`config.mk`:
```
export PLATFORM = sky130hd
export DESIGN_NAME = pmc_monitor
export DESIGN_NICKNAME = d
export VERILOG_FILES = /design/src/pmc_pkg.sv /design/src/pmc_counter.sv /design/src/pmc_monitor.sv
export SDC_FILE = /design/constraint.sdc
export NUM_CORES = 1
export LEC_CHECK = 0
export ABC_CLOCK_PERIOD_IN_PS = 6020
export BUFFER_PORTS_ARGS = -buffer_cell sky130_fd_sc_hd__buf_4
export CORE_UTILIZATION = 54
export DETAILED_ROUTE_END_ITERATION = 8
export PLACE_DENSITY = 0.86
export SLEW_MARGIN = 25
export SYNTH_ARGS = -nofsm -noshare
export SYNTH_HDL_FRONTEND = slang
export SYNTH_SLANG_ARGS = --single-unit
```
`constraint.sdc`:
```
create_clock -name clk -period 6.02 [get_ports clk]
set_clock_uncertainty 0.15 [all_clocks]
set_input_delay 1.204 -clock clk [delete_from_list [all_inputs] [get_ports clk]]
set_output_delay 1.204 -clock clk [all_outputs]
set_load 0.005 [all_outputs]
```
`src/pmc_pkg.sv`:
```
// Purpose: shared constants for the performance monitor counters
// Assumes: special-register numbers select the registers
// Notes:   control bit numbers count from the lsb (bit 0 = lsb)
package pmc_pkg;
	localparam logic [9:0]  PMC_SPR_CTR1   = 10'h3B9;
	localparam logic [9:0]  PMC_SPR_CTR2   = 10'h3BA;
	localparam logic [9:0]  PMC_SPR_CTRL   = 10'h3B8;
	// lsb-numbered positions inside the control word
	localparam int          PMC_B_DIS      = 31;
	localparam int          PMC_B_IRQ_EN   = 26;
	localparam int          PMC_B_FREEZE   = 25;
	localparam int          PMC_B_TBSEL    = 23;
	localparam int          PMC_B_TB_IRQ   = 22;
	localparam int          PMC_B_THRESH   = 16;
	localparam int          PMC_B_C1_IRQ   = 15;
	localparam int          PMC_B_C2_IRQ   = 14;
	localparam int          PMC_B_C2_HOLD  = 13;
	localparam int          PMC_B_SEL1     = 6;
	localparam int          PMC_B_SEL2     = 0;
	localparam logic [31:0] PMC_CTRL_RST   = 32'h0000_0000;
	localparam logic [31:0] PMC_CTR_RST    = 32'h0000_0000;
	localparam int          PMC_N_EV1      = 25;
	localparam int          PMC_N_EV2      = 21;
	localparam int          PMC_EV_CYCLES  = 1;
	localparam int          PMC_EV_TB_EDGE = 3;
	localparam logic [1:0]  PMC_TB_63      = 2'h0;
	localparam logic [1:0]  PMC_TB_55      = 2'h1;
	localparam logic [1:0]  PMC_TB_51      = 2'h2;
	localparam int          PMC_TB_BIT63   = 63;
	localparam int          PMC_TB_BIT55   = 55;
	localparam int          PMC_TB_BIT51   = 51;
	localparam int          PMC_TB_BIT47   = 47;
endpackage : pmc_pkg

```
`src/pmc_counter.sv`:
```
// Purpose: one 32-bit event counter with software load
// Assumes: inc and wr never both needed in one cycle; write wins
// Notes:   msb set means negative
`timescale 1ns/100ps
module pmc_counter
#(
	parameter int WIDTH = 32
)
(
	input  wire logic             clk,
	input  wire logic             rst_b,
	input  wire logic             inc,
	input  wire logic             wr,
	input  wire logic [WIDTH-1:0] wdata,
	output      logic [WIDTH-1:0] count_r,
	output      logic             neg
);
	import pmc_pkg::*;
	logic [WIDTH-1:0] count_nxt;

	always_comb
	begin
		count_nxt = count_r;
		if (wr)
			count_nxt = wdata;
		else if (inc)
			count_nxt = count_r + {{(WIDTH-1){1'b0}}, 1'b1};
	end

	always_ff @(posedge clk)
	begin
		if (!rst_b)
			count_r <= PMC_CTR_RST[WIDTH-1:0];
		else
			count_r <= count_nxt;
	end

	// sign bit is the negative flag
	assign neg = count_r[WIDTH-1];
endmodule : pmc_counter

```
`src/pmc_monitor.sv`:
```
// Purpose: performance monitor: control register, two counters, interrupt
// Assumes: spr port is single-cycle; events are one-cycle-per-count strobes
// Notes:   time base is supplied from outside as 64 bits
//
// Operation
// time-base rising edge interrupts when enabled
// edge enable changed only by software
// six-bit threshold stores every value
// counter one negative interrupt enable
// counter two enable overrides freeze
// trigger hold freezes counter two
// seven-bit event select for counter one
// six-bit event select for counter two
// two independent 32-bit event counters
// negative means msb set
// interrupt needs counter enable and global
// interrupt taken only when external enabled
// freeze stops counters after interrupt
// counters reached as special registers
// software loads only non-negative values
// count from control write until interrupt
// codes 0-4 basic events
// codes 5-8 miss and branch events
// threshold dcache miss codes
// codes 11-15 sync and completion events
// codes 16-22 unit result events
// unassigned codes count nothing
// hardware clears global enable on interrupt
// time-base bit selection 63/55/51/47
// freeze keeps counter two if held
`timescale 1ns/100ps
module pmc_monitor
#(
	parameter int CW = 32
)
(
	input  wire logic        clk,
	input  wire logic        rst_b,
	input  wire logic        spr_wr,
	input  wire logic [9:0]  spr_num,
	input  wire logic [31:0] spr_wdata,
	input  wire logic [63:0] time_base,
	input  wire logic        external_irq_enable,
	input  wire logic [pmc_pkg::PMC_N_EV1-1:0] ev1_in,
	input  wire logic [pmc_pkg::PMC_N_EV2-1:0] ev2_in,
	input  wire logic        thresh_exceeded,
	output      logic [31:0] spr_rdata_ctrl_r,
	output      logic [31:0] spr_rdata_ctr1_r,
	output      logic [31:0] spr_rdata_ctr2_r,
	output      logic [5:0]  threshold_r,
	output      logic        irq_r
);
	import pmc_pkg::*;

	// ----------------------------------------------------------
	// control register
	// ----------------------------------------------------------
	logic [31:0] monitor_control_reg_r;
	logic [31:0] monitor_control_reg_nxt;
	logic        tb_prev_r;
	logic        tb_prev_nxt;
	logic        frozen_r;
	logic        frozen_nxt;
	logic        pend_r;
	logic        pend_nxt;
	logic        irq_nxt;
	logic        monitor_irq_en;
	logic        freeze_on_irq;
	logic        timebase_edge_irq_en;
	logic        ctr1_neg_irq_en;
	logic        ctr2_neg_irq_en;
	logic        ctr2_trigger_hold;
	logic [1:0]  timebase_bit_sel;
	logic [6:0]  ctr1_event_sel;
	logic [5:0]  ctr2_event_sel;
	logic        tb_bit;
	logic        tb_edge;
	logic        signal_irq;
	logic        ctrl_wr;
	logic        c1_wr;
	logic        c2_wr;
	logic        c1_inc;
	logic        c2_inc;
	logic        c1_neg;
	logic        c2_neg;
	logic        ev1_hit;
	logic        ev2_hit;
	logic [31:0] c1_count;
	logic [31:0] c2_count;

	assign monitor_irq_en       = monitor_control_reg_r[PMC_B_IRQ_EN];
	assign freeze_on_irq        = monitor_control_reg_r[PMC_B_FREEZE];
	// software-only bit
	assign timebase_edge_irq_en = monitor_control_reg_r[PMC_B_TB_IRQ];
	assign ctr1_neg_irq_en      = monitor_control_reg_r[PMC_B_C1_IRQ];
	assign ctr2_neg_irq_en      = monitor_control_reg_r[PMC_B_C2_IRQ];
	assign ctr2_trigger_hold    = monitor_control_reg_r[PMC_B_C2_HOLD];
	assign timebase_bit_sel     = monitor_control_reg_r[PMC_B_TBSEL +: 2];
	// counter one selector
	assign ctr1_event_sel       = monitor_control_reg_r[PMC_B_SEL1 +: 7];
	// counter two selector
	assign ctr2_event_sel       = monitor_control_reg_r[PMC_B_SEL2 +: 6];

	// special-register decode
	assign ctrl_wr = spr_wr && (spr_num == PMC_SPR_CTRL);
	assign c1_wr   = spr_wr && (spr_num == PMC_SPR_CTR1);
	assign c2_wr   = spr_wr && (spr_num == PMC_SPR_CTR2);

	// ----------------------------------------------------------
	// time-base edge
	// ----------------------------------------------------------
	// bit selection
	always_comb
	begin
		if (timebase_bit_sel == PMC_TB_63)
			tb_bit = time_base[PMC_TB_BIT63];
		else if (timebase_bit_sel == PMC_TB_55)
			tb_bit = time_base[PMC_TB_BIT55];
		else if (timebase_bit_sel == PMC_TB_51)
			tb_bit = time_base[PMC_TB_BIT51];
		else
			tb_bit = time_base[PMC_TB_BIT47];
	end
	assign tb_edge = tb_bit && !tb_prev_r;

	// ----------------------------------------------------------
	// interrupt condition
	// ----------------------------------------------------------
	// edge interrupt gated by enable
	// counter one gate
	// counter two gate
	// sign bit is negative
	// needs global enable too
	assign signal_irq = monitor_irq_en &&
		((timebase_edge_irq_en && tb_edge) ||
		 (ctr1_neg_irq_en && c1_neg) ||
		 (ctr2_neg_irq_en && c2_neg));

	always_comb
	begin
		monitor_control_reg_nxt = monitor_control_reg_r;
		frozen_nxt              = frozen_r;
		pend_nxt                = pend_r;
		tb_prev_nxt             = tb_bit;
		irq_nxt                 = 1'b0;
		// new control restarts counting
		if (ctrl_wr)
		begin
			monitor_control_reg_nxt = spr_wdata;
			frozen_nxt              = 1'b0;
		end
		if (signal_irq)
		begin
			// hardware drops global enable
			monitor_control_reg_nxt[PMC_B_IRQ_EN] = 1'b0;
			// freeze after interrupt
			if (freeze_on_irq)
				frozen_nxt = 1'b1;
			pend_nxt = 1'b1;
		end
		// wait for external enable
		if (pend_r && external_irq_enable)
		begin
			irq_nxt  = 1'b1;
			pend_nxt = signal_irq;
		end
	end

	always_ff @(posedge clk)
	begin
		if (!rst_b)
		begin
			monitor_control_reg_r <= PMC_CTRL_RST;
			frozen_r              <= 1'b0;
			pend_r                <= 1'b0;
			tb_prev_r             <= 1'b0;
			irq_r                 <= 1'b0;
		end
		else
		begin
			monitor_control_reg_r <= monitor_control_reg_nxt;
			frozen_r              <= frozen_nxt;
			pend_r                <= pend_nxt;
			tb_prev_r             <= tb_prev_nxt;
			irq_r                 <= irq_nxt;
		end
	end

	// ----------------------------------------------------------
	// event selection
	// ----------------------------------------------------------
	// codes 0-4; R18: 5-8; R19: threshold misses
	// 11-15; R21: 16-22; R22: others idle
	always_comb
	begin
		ev1_hit = 1'b0;
		// cycles are the block's own clock, so no strobe is needed for them
		if (ctr1_event_sel == 7'(PMC_EV_CYCLES))
			ev1_hit = 1'b1;
		else if (ctr1_event_sel == 7'h03)
			ev1_hit = tb_edge;
		else if ((ctr1_event_sel == 7'h09) || (ctr1_event_sel == 7'h0A) ||
			 (ctr1_event_sel == 7'h17) || (ctr1_event_sel == 7'h18))
			ev1_hit = ev1_in[ctr1_event_sel[4:0]] && thresh_exceeded;
		else if ((ctr1_event_sel != 7'h00) && (ctr1_event_sel < 7'(PMC_N_EV1)))
			ev1_hit = ev1_in[ctr1_event_sel[4:0]];
	end

	always_comb
	begin
		ev2_hit = 1'b0;
		if (ctr2_event_sel == 6'(PMC_EV_CYCLES))
			ev2_hit = 1'b1;
		else if (ctr2_event_sel == 6'h03)
			ev2_hit = tb_edge;
		else if ((ctr2_event_sel != 6'h00) && (ctr2_event_sel < 6'(PMC_N_EV2)))
			ev2_hit = ev2_in[ctr2_event_sel[4:0]];
	end

	// trigger hold until counter one negative or interrupt
	// held counter two ignores freeze
	// enable overrides freeze for counter two
	assign c1_inc = ev1_hit && !frozen_r && !monitor_control_reg_r[PMC_B_DIS];
	assign c2_inc = ev2_hit && !monitor_control_reg_r[PMC_B_DIS] &&
		(ctr2_trigger_hold ? (c1_neg || pend_r || frozen_r)
		                   : (!frozen_r || ctr2_neg_irq_en));

	// ----------------------------------------------------------
	// counters
	// ----------------------------------------------------------
	// two independent counters
	// software avoids negative loads
	pmc_counter #(.WIDTH(CW)) u_ctr1
	(
		.clk     (clk),
		.rst_b   (rst_b),
		.inc     (c1_inc),
		.wr      (c1_wr),
		.wdata   (spr_wdata),
		.count_r (c1_count),
		.neg     (c1_neg)
	);

	pmc_counter #(.WIDTH(CW)) u_ctr2
	(
		.clk     (clk),
		.rst_b   (rst_b),
		.inc     (c2_inc),
		.wr      (c2_wr),
		.wdata   (spr_wdata),
		.count_r (c2_count),
		.neg     (c2_neg)
	);

	// ----------------------------------------------------------
	// read-back outputs
	// ----------------------------------------------------------
	always_ff @(posedge clk)
	begin
		if (!rst_b)
		begin
			spr_rdata_ctrl_r <= PMC_CTRL_RST;
			spr_rdata_ctr1_r <= PMC_CTR_RST;
			spr_rdata_ctr2_r <= PMC_CTR_RST;
			threshold_r      <= 6'h00;
		end
		else
		begin
			spr_rdata_ctrl_r <= monitor_control_reg_nxt;
			spr_rdata_ctr1_r <= c1_count;
			spr_rdata_ctr2_r <= c2_count;
			// full six-bit threshold
			threshold_r      <= monitor_control_reg_r[PMC_B_THRESH +: 6];
		end
	end

	// ----------------------------------------------------------
	// assertions
	// ----------------------------------------------------------
	property p_en_cleared;
		@(posedge clk) disable iff (!rst_b) signal_irq |=> !monitor_irq_en;
	endproperty
	a_en_cleared: assert property (p_en_cleared) else $error("enable not cleared");

	property p_no_irq_without_en;
		@(posedge clk) disable iff (!rst_b) !monitor_irq_en |-> !signal_irq;
	endproperty
	a_no_irq_without_en: assert property (p_no_irq_without_en) else $error("irq while off");

	property p_ee_wait;
		@(posedge clk) disable iff (!rst_b) !external_irq_enable |=> !irq_r;
	endproperty
	a_ee_wait: assert property (p_ee_wait) else $error("irq taken while masked");

	property p_pend_taken;
		@(posedge clk) disable iff (!rst_b)
			(pend_r && external_irq_enable) |=> irq_r;
	endproperty
	a_pend_taken: assert property (p_pend_taken) else $error("pending irq lost");

	property p_freeze;
		@(posedge clk) disable iff (!rst_b)
			(signal_irq && freeze_on_irq && !ctrl_wr) |=> !c1_inc;
	endproperty
	a_freeze: assert property (p_freeze) else $error("counter one ran frozen");

	property p_c1_count;
		@(posedge clk) disable iff (!rst_b)
			(c1_inc && !c1_wr) |=> (c1_count == $past(c1_count) + 32'h1);
	endproperty
	a_c1_count: assert property (p_c1_count) else $error("counter one no step");

	property p_hold;
		@(posedge clk) disable iff (!rst_b)
			(ctr2_trigger_hold && !c1_neg && !pend_r && !frozen_r) |-> !c2_inc;
	endproperty
	a_hold: assert property (p_hold) else $error("held counter two ran");

	property p_sel_zero;
		@(posedge clk) disable iff (!rst_b) (ctr1_event_sel == 7'h00) |-> !c1_inc;
	endproperty
	a_sel_zero: assert property (p_sel_zero) else $error("nothing code counted");

	property p_wr_load;
		@(posedge clk) disable iff (!rst_b) c2_wr |=> (c2_count == $past(spr_wdata));
	endproperty
	a_wr_load: assert property (p_wr_load) else $error("counter two load lost");

	c_irq: cover property (@(posedge clk) disable iff (!rst_b) irq_r);
	c_tb: cover property (@(posedge clk) disable iff (!rst_b) tb_edge && timebase_edge_irq_en);
	c_c2neg: cover property (@(posedge clk) disable iff (!rst_b) c2_neg && c2_inc);
endmodule : pmc_monitor

```
== Word-level counts from Yosys, hierarchy flattened ==
Index checks and enable logic that the tools add are counted.

* Register bits: 170
* Output and inout port bits: 103

* Add/subtract/negate cells: 2
* Order comparisons: 4
* Equal/unequal tests: 13
* Muxes and demuxes: 25
* Bitwise gates (word level): 1
* Reductions and logical operators: 34

{| class="wikitable"
|+ Operators by type and width
! operator !! number
|-
| two-way mux 32 bit || 4
|-
| adder 32 x 1 -> 32 bit, second input constant || 2
|-
| equality test 10 bit, second input constant || 3
|-
| two-way mux 1 bit || 19
|-
| logical AND 1 bit || 16
|-
| equality test 7 x 4 -> 1 bit, second input constant || 2
|-
| equality test 7 x 5 -> 1 bit, second input constant || 2
|-
| < comparator 5 x 6 -> 1 bit, second input constant || 2
|-
| binary-select mux 1 bit (select 5 bit) || 2
|-
| logical OR 1 bit || 8
|-
| equality test 7 x 1 -> 1 bit, second input constant || 1
|-
| equality test 7 x 2 -> 1 bit, second input constant || 1
|-
| < comparator 7 x 5 -> 1 bit, second input constant || 1
|-
| nonzero test 7 bit || 1
|-
| equality test 6 x 1 -> 1 bit, second input constant || 1
|-
| equality test 6 x 2 -> 1 bit, second input constant || 1
|-
| < comparator 6 x 5 -> 1 bit, second input constant || 1
|-
| nonzero test 2 bit || 3
|-
| nonzero test 6 bit || 1
|-
| zero test 1 bit || 3
|-
| equality test 2 x 1 -> 1 bit, second input constant || 1
|-
| equality test 2 bit, second input constant || 1
|-
| zero test 2 bit || 1
|-
| OR reduction 2 bit || 1
|-
| inverter 1 bit || 1
|}

== Longest topological paths before layout ==
Gate-level depths: netlist of run 1.

* Depth after elaboration: 11
* Mapped depth: 11

== Hierarchy ==
A second synthesis of run 1 with hierarchy kept.

* Cell total of the unflattened synthesis: 852
* Area total of the unflattened synthesis: 7676.1 um^2

{| class="wikitable"
|+ By module, submodules not included
! module !! times used !! cells each !! area an instance (um^2) !! seq. area each (um^2)
|-
| pmc_monitor || 1 || 374 || 3844.9 || 2122.0
|-
| pmc_counter (u_ctr1) || 1 || 241 || 1963.1 || 640.6
|-
| pmc_counter (u_ctr2) || 1 || 237 || 1868.0 || 640.6
|}

== Least setup slack after synthesis of run 1 ==
Ideal clock, no wire load.

* Kind: input-to-reg
* From: input port ev1_in[19] (netlist name)
* To: register u_ctr1.count_r[0]
* Library setup time: 0.086 ns
* Arrival: 3.014 ns
* Data required time: 5.784 ns
* Path slack: 2.770 ns
* Cell stages on the path: 8
* Buffers on the path: 1
* Cells stage by stage: mux2_1 a22o_1 or4_1 a41oi_2 buf_2 nor2_1 xnor2_1 a211oi_1

* Cells in the longest elaborated chain, start to end: 9

{| class="wikitable"
|+ Ends and longest elaborated chain
! what !! line !! source
|-
| start, declared || pmc_monitor.sv:44 || <nowiki>input wire logic [pmc_pkg::PMC_N_EV1-1:0] ev1_in,</nowiki>
|-
| binary-select mux 1 bit (select 5 bit) (*) || pmc_monitor.sv:204, pmc_monitor.sv:206 ||
|-
| two-way mux 1 bit (implied by the code) (*) || pmc_monitor.sv:204, pmc_monitor.sv:206 ||
|-
| two-way mux 1 bit or logical AND 1 bit (tied branches) || pmc_monitor.sv:205, pmc_monitor.sv:204 ||
|-
| two-way mux 1 bit (*) || pmc_monitor.sv:202 || <nowiki>else if ((ctr1_event_sel == 7'h09) || (ctr1_event_sel == 7'h0A) ||</nowiki>
|-
| two-way mux 1 bit (*) || pmc_monitor.sv:200 || <nowiki>else if (ctr1_event_sel == 7'h03)</nowiki>
|-
| two-way mux 1 bit (*) || pmc_monitor.sv:198 || <nowiki>if (ctr1_event_sel == 7'(PMC_EV_CYCLES))</nowiki>
|-
| logical AND 1 bit (*) (2 in series) || pmc_monitor.sv:223 || <nowiki>assign c1_inc = ev1_hit && !frozen_r && !monitor_control_reg_r[PMC_B_DIS];</nowiki>
|-
| nonzero test 2 bit (no source line) (*) || -- ||
|-
| end signal, assigned || pmc_counter.sv:33 || <nowiki>count_r <= PMC_CTR_RST[WIDTH-1:0];</nowiki>
|-
| end signal, assigned || pmc_counter.sv:35 || <nowiki>count_r <= count_nxt;</nowiki>
|-
| end, declared || pmc_counter.sv:15 || <nowiki>output logic [WIDTH-1:0] count_r,</nowiki>
|}

Every way passes the cells marked *; elsewhere a longest branch is shown, timed or not. The select of a mux whose other input is x is not followed.
A chain may end at the register's enable or synchronous reset.

==> flow_metrics.env, run 1 <==
export IMPL_status="complete, no violations"
export IMPL_setup_viol=0
export IMPL_final_common_cell="buf_4"
export IMPL_synth_cells=826
export IMPL_die_area_sq_um=14000
export IMPL_drt_iter0_markers=661
export IMPL_start_kind="register"
export IMPL_syn_avg_cell_area_sq_um=8.83
export IMPL_synth_edff_count=0
export IMPL_dr_pass1_iters=5
export IMPL_ctsLongestPathBuffers=2
export IMPL_postCtsSetupRepairBufs=0
export IMPL_insertion_delay_ns=0.43
export IMPL_postRouteAntennaNets=0
export IMPL_grt_start_max_net_pins=72
export IMPL_design_area_sq_um=9450
export IMPL_reg2reg_slack_ns=2.24
export IMPL_crit_path_frequent_cell="mux2_1"
export IMPL_worstMarginPinSlew_ns=1.03
export IMPL_max_freq_mhz=264
export IMPL_layout_common_cells="buf_4, dfxtp_1, nand2_1"
export IMPL_place_area_sq_um=8820
export IMPL_worst_setup_path_type="reg -> reg"
export IMPL_maxSlewHeadroom=0.311
export IMPL_drive_gt1_frac=0.252
export IMPL_syn_area_sq_um=7300
export IMPL_drv_cap=0
export IMPL_grt_pass1_wl_microns=32300
export IMPL_worstPathRequired_ns=6.23
export IMPL_htreeDepth=4
export IMPL_synth_ff_type="dfxtp_1"
export IMPL_cts_resized_gates=0
export IMPL_grt_total_usage=0.295
export IMPL_numCtsBuffers=17
export IMPL_rsz0062_at_grt="false"
export IMPL_slew_violations=0
export IMPL_synth_seq_cells=170
export IMPL_vias=6812
export IMPL_crit_path_end="u_ctr1.count_r[17]"
export IMPL_utilization=0.716
export IMPL_cts_hold_fix_buffers=0
export IMPL_finalCritPeriodShare=0.628
export IMPL_worstHoldPathType="reg -> reg"
export IMPL_yosysWarnings=0
export IMPL_die_w_microns=118
export IMPL_regToRegEndpoint="u_ctr1.count_r[17]"
export IMPL_worst_path_max_fanout=20
export IMPL_drc=0
export IMPL_cp_depth=8
export IMPL_core_area_sq_um=13200
export IMPL_worst_path_largest_cell_delay_ns=0.88
export IMPL_area_growth_syn_to_layout_pct=29.5
export IMPL_cp_slowest_cell="dfxtp_1"
export IMPL_tns_ns=0
export IMPL_num_rows=42
export IMPL_cts_tree="built"
export IMPL_p_total_mw=2.37
export IMPL_cp_num_buf_inv=1
export IMPL_place_congestion=0.843
export IMPL_p_per_area_nw_per_um2=251
export IMPL_r2r_start="spr_rdata_ctrl_r[7]"
export IMPL_final_hold_viol_count=0
export IMPL_cts_sinks=170
export IMPL_nets=1153
export IMPL_power_leakage_nw=3.68
export IMPL_wl_per_cell_microns=17.0
export IMPL_period_minus_slack_ns=3.78
export IMPL_hold_depth=2
export IMPL_crit_chain="mux2_1 -> a22o_1 -> or4_1 -> a41oi_2 -> buf_4 -> nor3_1 -> mux2_1 -> o21ai_0"
export IMPL_final_cells=1183
export IMPL_viasPerCell=5.76
export IMPL_port_buffer_count=199
export IMPL_r2r_worst_path_cells=8
export IMPL_startpoint="spr_rdata_ctrl_r[7]"
export IMPL_synth_async_reset_ratio=0
export IMPL_place_inst=1151
export IMPL_arrival_ns=3.99
export IMPL_cp_top_family="compound AO/OA/AOI/OAI gates"
export IMPL_routed_wirelength_microns=20200
export IMPL_antenna_found_initial=0
export IMPL_synth_distinct_cells=56
export IMPL_first_global_vias=6359
export IMPL_io_pins=260
export IMPL_grt_overflow_total=0
export IMPL_yosysSeqAreaShare=0.466
export IMPL_fp_dieH_microns=118
export IMPL_start_util=0.553
export IMPL_antennaDiodeCount=0
export IMPL_syn_nets=985
export IMPL_path_clk_slew_ns=0.06
export IMPL_dp_hpwl_microns=14000
export IMPL_vdd_drop_max_mv=0.197
export IMPL_endpoint_kind="register"
export IMPL_root_buffer="clkbuf_16"
## where the power goes
group	switching (mW)	internal, mW	total [mW]
sequential	0.00152	1.13	1.13
combinational	0.0526	0.0549	0.107
clock	0.436	0.696	1.13
total	0.490	1.88	2.37
## cell usage after synthesis, drive strengths merged, types with 17 or more instances
cell	count	share of area
dfxtp	170	0.47
nand2	96	0.049
a21oi	83	0.057
and2	71	0.061
o21ai	68	0.047
clkbuf	48	0.025
nand3	29	0.020
xor2	27	0.032
xnor2	25	0.030
nor3	22	0.015
nand4	21	0.018
nor2	18	0.0093
and3	17	0.015
## cell families after synthesis
logic type,Yosys count,synth area share
xor+xnor,52,0.0624
simple gates,330,0.247
mux,21,0.0430
compound gates,184,0.139
fa+ha+maj,2,0.00343
flops,170,0.466
buf+inv,67,0.0391
## worst reg2reg max path: cells and delay by family (launching register included)
kind / cells / cell delay [ns]
buffers and inverters: 1 / 0.34
DFF: 1 / 0.88
and+or+nand+nor: 2 / 0.63
muxes: 2 / 0.69
AOI/OAI and AO/OA: 3 / 1.03
## area by class of cell
class                      count  area [sq um]
fill                        1006          3740
multi-input combinational    589          3610
clock buffer                  22           484
sequential                   170          3400
inverter                       9          33.8
tap                          176           220
clock inverter                10           140
timing repair buffer         207          1550
## routing by layer
| metal | track usage | wire (microns) | vias to the layer above |
|---|---|---|---|
| met3 | 0.0767 | 1700 | 41 |
| met2 | 0.500 | 9980 | 316 |
| li1 | - | - | 3239 |
| met1 | 0.358 | 7980 | 3216 |
| met5 | 0 | 0 | - |
| met4 | 0.109 | 498 | 0 |
## worst min-delay path by stage
stage,startpoint,to,slack [ns]
after CTS,spr_rdata_ctrl_r[28],spr_rdata_ctrl_r[28],0.31
after detailed placement,spr_rdata_ctrl_r[28],spr_rdata_ctrl_r[28],0.30
after global placement,spr_rdata_ctrl_r[30],spr_rdata_ctrl_r[30],0.30
final,spr_rdata_ctrl_r[28],spr_rdata_ctrl_r[28],0.31
after global routing,spr_rdata_ctrl_r[27],spr_rdata_ctrl_r[27],0.34
after floorplan,u_ctr1.count_r[29],spr_rdata_ctr1_r[29],0.29
## per-stage QoR
step | hold WS, ns | setup slack, ns
after floorplan | 0.286 | 2.77
after global placement | 0.297 | 1.92
after detailed placement | 0.303 | 1.93
after CTS | 0.311 | 2.28
after global routing | 0.337 | 2.03
final | 0.315 | 2.24
## registers in the layout, indices dropped and copies added, names as in the netlist
name              flops
spr_rdata_ctr1_r     32
spr_rdata_ctr2_r     32
spr_rdata_ctrl_r     32
u_ctr1.count_r       32
u_ctr2.count_r       32
threshold_r           6
frozen_r              1
irq_r                 1
pend_r                1
tb_prev_r             1
No activity file was read; power rests on OpenSTA's default activity.
==> run 2, diff against run 1 <==
--- a/config.mk
+++ b/config.mk
@@ -5,11 +5,11 @@
 export SDC_FILE = /design/constraint.sdc
 export NUM_CORES = 1
 export LEC_CHECK = 0
-export ABC_CLOCK_PERIOD_IN_PS = 6020
+export ABC_CLOCK_PERIOD_IN_PS = 3380
 export BUFFER_PORTS_ARGS = -buffer_cell sky130_fd_sc_hd__buf_4
-export CORE_UTILIZATION = 54
+export CORE_UTILIZATION = 45
 export DETAILED_ROUTE_END_ITERATION = 8
-export PLACE_DENSITY = 0.86
+export PLACE_DENSITY = 0.76
 export SLEW_MARGIN = 25
 export SYNTH_ARGS = -nofsm -noshare
 export SYNTH_HDL_FRONTEND = slang
==> constraint.sdc (replaced) <==
create_clock -name clk -period 3.38 [get_ports clk]
set_clock_uncertainty 0.15 [all_clocks]
set_input_delay 0.676 -clock clk [delete_from_list [all_inputs] [get_ports clk]]
set_output_delay 0.676 -clock clk [all_outputs]
set_load 0.005 [all_outputs]
==> flow_metrics.env, run 2 (same netlist as run 1, synthesis figures left out) <==
export IMPL_status="complete, no violations"
export IMPL_slew_violations=0
export IMPL_grt_overflow_total=0
export IMPL_arrival_ns=3.24
export IMPL_hold_end="spr_rdata_ctrl_r[29]"
export IMPL_place_inst=1202
export IMPL_power_leakage_nw=3.73
export IMPL_maxSlewHeadroom=0.502
export IMPL_vdd_drop_max_mv=0.335
export IMPL_antenna_found_initial=0
export IMPL_grt_pass1_wl_microns=31500
export IMPL_drive_gt1_frac=0.260
export IMPL_dr_pass1_iters=7
export IMPL_layout_common_cells="buf_4, dfxtp_1, nand2_1"
export IMPL_cp_depth=8
export IMPL_r2r_start="spr_rdata_ctrl_r[7]"
export IMPL_worstMarginPinSlew_ns=0.744
export IMPL_viasPerCell=5.50
export IMPL_first_global_vias=6124
export IMPL_cp_num_buf_inv=1
export IMPL_crit_chain="mux2_1 -> a22o_1 -> or4_1 -> a41oi_2 -> buf_4 -> nor3_1 -> xnor2_1 -> a21oi_1"
export IMPL_path_clk_slew_ns=0.07
export IMPL_grt_total_usage=0.248
export IMPL_dp_hpwl_microns=15000
export IMPL_setup_viol=0
export IMPL_postCtsSetupRepairBufs=0
export IMPL_antennaDiodeCount=0
export IMPL_insertion_delay_ns=0.43
export IMPL_worst_setup_path_type="reg -> reg"
export IMPL_io_pins=260
export IMPL_wl_per_cell_microns=16.7
export IMPL_finalCritPeriodShare=0.918
export IMPL_p_total_mw=4.16
export IMPL_postRouteAntennaNets=0
export IMPL_period_minus_slack_ns=3.10
export IMPL_htreeDepth=4
export IMPL_rsz0062_at_grt="false"
export IMPL_drt_iter0_markers=523
export IMPL_vias=6777
export IMPL_tns_ns=0
export IMPL_ctsLongestPathBuffers=2
export IMPL_cp_slowest_cell="dfxtp_1"
export IMPL_setup_slack_ns=0.277
export IMPL_start_kind="register"
export IMPL_fin_hold_ws_ns=0.315
export IMPL_post_place_ws_ns=0.184
export IMPL_num_rows=46
export IMPL_final_common_cell="buf_4"
export IMPL_final_cells=1233
export IMPL_p_per_area_nw_per_um2=435
export IMPL_routed_wirelength_microns=20600
export IMPL_cts_sinks=170
export IMPL_worst_path_max_fanout=12
export IMPL_die_w_microns=129
export IMPL_place_congestion=0.853
export IMPL_area_growth_syn_to_layout_pct=30.9
export IMPL_fp_dieH_microns=129
export IMPL_nets=1164
export IMPL_die_area_sq_um=16700
export IMPL_drv_cap=0
export IMPL_cts_hold_fix_buffers=0
export IMPL_cts_resized_gates=0
export IMPL_r2r_worst_path_cells=8
export IMPL_endpoint_kind="register"
export IMPL_core_area_sq_um=15900
export IMPL_root_buffer="clkbuf_16"
export IMPL_reg2reg_slack_ns=0.28
export IMPL_worstPathRequired_ns=3.51
export IMPL_grt_start_max_net_pins=74
export IMPL_numCtsBuffers=17
export IMPL_drc=0
export IMPL_cts_tree="built"
export IMPL_regToRegEndpoint="u_ctr1.count_r[20]"
export IMPL_max_freq_mhz=322
export IMPL_cp_top_family="compound AO/OA/AOI/OAI gates"
export IMPL_port_buffer_count=199
export IMPL_hold_depth=2
export IMPL_hp_start="spr_rdata_ctrl_r[29]"
export IMPL_worstHoldPathType="reg -> reg"
export IMPL_worst_path_largest_cell_delay_ns=0.56
export IMPL_start_util=0.459
export IMPL_final_hold_viol_count=0
==> run 2: area by class of cell <==
type	instances	area [sq um]
multi-input cells	589	3610
repair buffers	218	1640
well taps	216	270
clock buffers	22	484
inverters	9	33.8
clock inverters	9	113
flip-flops and latches	170	3400
fillers	1461	6330
==> run 2: worst min-delay path: cells and delay by family (launching register included) <==
| kind | cells | cell delay [ns] |
|---|---|---|
| and+or+nand+nor | 1 | 0.06 |
| AOI/OAI and AO/OA | 1 | 0.06 |
| DFF | 1 | 0.31 |
==> run 2: layer usage <==
| layer | GRT usage | up-vias | wire, microns |
|---|---|---|---|
| li1 | - | 3258 | - |
| met1 | 0.304 | 3153 | 8380 |
| met2 | 0.418 | 337 | 9940 |
| met3 | 0.0586 | 29 | 1790 |
| met4 | 0.102 | 0 | 468 |
| met5 | 0 | - | 0 |
==> run 2: worst max-delay path by stage <==
| stage | from | end | slack, ns |
|---|---|---|---|
| finish | spr_rdata_ctrl_r[7] | u_ctr1.count_r[20] | 0.28 |
| global route | spr_rdata_ctrl_r[7] | u_ctr1.count_r[20] | 0.07 |
| detailed placement | ev1_in[19] | u_ctr1.count_r[17] | 0.18 |
| CTS | spr_rdata_ctrl_r[7] | u_ctr1.count_r[20] | 0.28 |
| global placement | ev1_in[19] | u_ctr1.count_r[17] | 0.23 |
| floorplan | ev1_in[19] | u_ctr1.count_r[0] | 0.66 |
==> run 2: per-stage QoR <==
stage / area, sq um / util
detailed placement: 8950 / 0.564
finish: 9550 / 0.601
global placement: 8950 / 0.564
CTS: 9550 / 0.601
global route: 9550 / 0.601
floorplan: 7300 / -
==> run 2: where the power goes <==
part           total [mW]  internal, mW  switching, mW
sequential           2.01          2.01        0.00289
clock                1.95          1.17          0.785
combinational       0.196        0.0995         0.0968
==> run 3, diff against run 2 <==
--- a/config.mk
+++ b/config.mk
@@ -5,11 +5,11 @@
 export SDC_FILE = /design/constraint.sdc
 export NUM_CORES = 1
 export LEC_CHECK = 0
-export ABC_CLOCK_PERIOD_IN_PS = 3380
+export ABC_CLOCK_PERIOD_IN_PS = 2900
 export BUFFER_PORTS_ARGS = -buffer_cell sky130_fd_sc_hd__buf_4
-export CORE_UTILIZATION = 45
+export CORE_UTILIZATION = 50
 export DETAILED_ROUTE_END_ITERATION = 8
-export PLACE_DENSITY = 0.76
+export PLACE_DENSITY = 0.8
 export SLEW_MARGIN = 25
 export SYNTH_ARGS = -nofsm -noshare
 export SYNTH_HDL_FRONTEND = slang
==> constraint.sdc (replaced) <==
create_clock -name clk -period 2.9 [get_ports clk]
set_clock_uncertainty 0.15 [all_clocks]
set_input_delay 0.58 -clock clk [delete_from_list [all_inputs] [get_ports clk]]
set_output_delay 0.58 -clock clk [all_outputs]
set_load 0.005 [all_outputs]
==> flow_metrics.env, run 3 (same netlist as run 1, synthesis figures left out) <==
export IMPL_slew_violations=0
export IMPL_nets=1175
export IMPL_cts_sinks=170
export IMPL_drv_cap=0
export IMPL_start_util=0.520
export IMPL_r2r_worst_path_cells=9
export IMPL_vdd_drop_max_mv=0.441
export IMPL_grt_start_max_net_pins=66
export IMPL_maxSlewHeadroom=0.597
export IMPL_endpoint_kind="register"
export IMPL_io_pins=260
export IMPL_hp_start="spr_wdata[31]"
export IMPL_p_total_mw=4.87
export IMPL_core_area_sq_um=14000
export IMPL_htreeDepth=4
export IMPL_worstPathRequired_ns=3.05
export IMPL_period_minus_slack_ns=2.80
export IMPL_grt_total_usage=0.271
export IMPL_r2r_start="spr_rdata_ctrl_r[7]"
export IMPL_worst_path_max_fanout=12
export IMPL_p_per_area_nw_per_um2=505
export IMPL_grt_overflow_total=0
export IMPL_regToRegEndpoint="u_ctr1.count_r[19]"
export IMPL_antenna_found_initial=0
export IMPL_grt_pass1_wl_microns=31200
export IMPL_finalCritPeriodShare=0.964
export IMPL_drc=0
export IMPL_path_clk_slew_ns=0.06
export IMPL_fp_dieH_microns=123
export IMPL_cts_hold_fix_buffers=0
export IMPL_max_freq_mhz=358
export IMPL_hold_end="spr_rdata_ctrl_r[31]"
export IMPL_antennaDiodeCount=0
export IMPL_power_leakage_nw=3.80
export IMPL_rsz0062_at_grt="true"
export IMPL_num_rows=43
export IMPL_viasPerCell=5.60
export IMPL_port_buffer_count=199
export IMPL_postRouteAntennaNets=0
export IMPL_reg2reg_slack_ns=0.10
export IMPL_arrival_ns=2.94
export IMPL_numCtsBuffers=17
export IMPL_drt_iter0_markers=526
export IMPL_place_congestion=0.867
export IMPL_status="complete, no violations"
export IMPL_vias=6762
export IMPL_wl_per_cell_microns=16.5
export IMPL_area_growth_syn_to_layout_pct=32.1
export IMPL_ctsLongestPathBuffers=2
export IMPL_worst_setup_path_type="reg -> reg"
export IMPL_die_w_microns=123
export IMPL_root_buffer="clkbuf_16"
export IMPL_dp_hpwl_microns=14500
export IMPL_insertion_delay_ns=0.43
export IMPL_first_global_vias=6198
export IMPL_utilization=0.686
export IMPL_drive_gt1_frac=0.269
export IMPL_final_hold_viol_count=0
export IMPL_worstHoldPathType="in -> reg"
export IMPL_hold_depth=3
export IMPL_layout_common_cells="buf_4, dfxtp_1, nand2_1"
export IMPL_start_kind="register"
export IMPL_final_common_cell="buf_4"
export IMPL_dr_pass1_iters=7
export IMPL_routed_wirelength_microns=19900
export IMPL_setup_viol=0
export IMPL_worstMarginPinSlew_ns=0.603
export IMPL_cts_tree="built"
export IMPL_die_area_sq_um=15100
## run 3: layout make-up
type                    instances  area, sq um
repair buffers                229         1760
flip-flops and latches        170         3410
well taps                     180          225
fillers                      1157         4400
multi-input cells             589         3620
clock inverters                 8          118
clock buffers                  23          478
inverters                       9         33.8
## run 3: metrics by stage
step | setup TNS [ns] | setup slack [ns] | std cells | area [sq um] | hold slack [ns]
3_5_place_dp | -1.52 | -0.156 | 1176 | 9020 | 0.298
2_1_floorplan | 0 | 0.274 | 826 | 7300 | 0.286
3_3_place_gp | -0.185 | -0.0427 | 1176 | 9020 | 0.298
6_report | 0 | 0.103 | 1208 | 9640 | 0.261
4_1_cts | 0 | 0.0523 | 1207 | 9620 | 0.261
5_1_grt | -0.0141 | -0.0141 | 1208 | 9640 | 0.270
## run 3: repair_timing
action                                  in CTS  in global routing
endpoints found under the setup margin      22                 19
resized for setup                            1                  5
buffers inserted                             0                  1
## run 3: power by group
group / internal, mW / total (mW) / switching, mW
sequential: 2.34 / 2.34 / 0.00308
combinational: 0.116 / 0.227 / 0.110
clock: 1.41 / 2.30 / 0.888
total: 3.87 / 4.87 / 1.00
## run 3: critical path, cell delays in order, from the launching register on
cell and delay [ns]:
dfxtp_4 0.44, mux2_1 0.34, a22o_1 0.21, or4_1 0.54
a41oi_2 0.21, buf_12 0.16, nand4b_1 0.22, buf_4 0.16
xor2_1 0.14, a21oi_1 0.08
## run 3: routing by layer
layer,GRT usage,vias up,share of wire
li1,-,3279,-
met1,0.335,3141,0.41
met2,0.459,305,0.48
met3,0.0576,37,0.083
met4,0.111,0,0.026
met5,0,-,0
## run 3: worst max-delay path by stage
stage | to | cells past startpoint | start | slack [ns]
6_report | u_ctr1.count_r[19] | 9 | spr_rdata_ctrl_r[7] | 0.10
5_1_grt | u_ctr1.count_r[19] | 9 | spr_rdata_ctrl_r[7] | -0.01
4_1_cts | u_ctr1.count_r[23] | 9 | spr_rdata_ctrl_r[23] | 0.05
3_5_place_dp | u_ctr1.count_r[23] | 10 | time_base[47] | -0.16
3_3_place_gp | u_ctr1.count_r[29] | 8 | spr_rdata_ctrl_r[7] | -0.04
2_1_floorplan | u_ctr1.count_r[0] | 8 | ev1_in[19] | 0.27
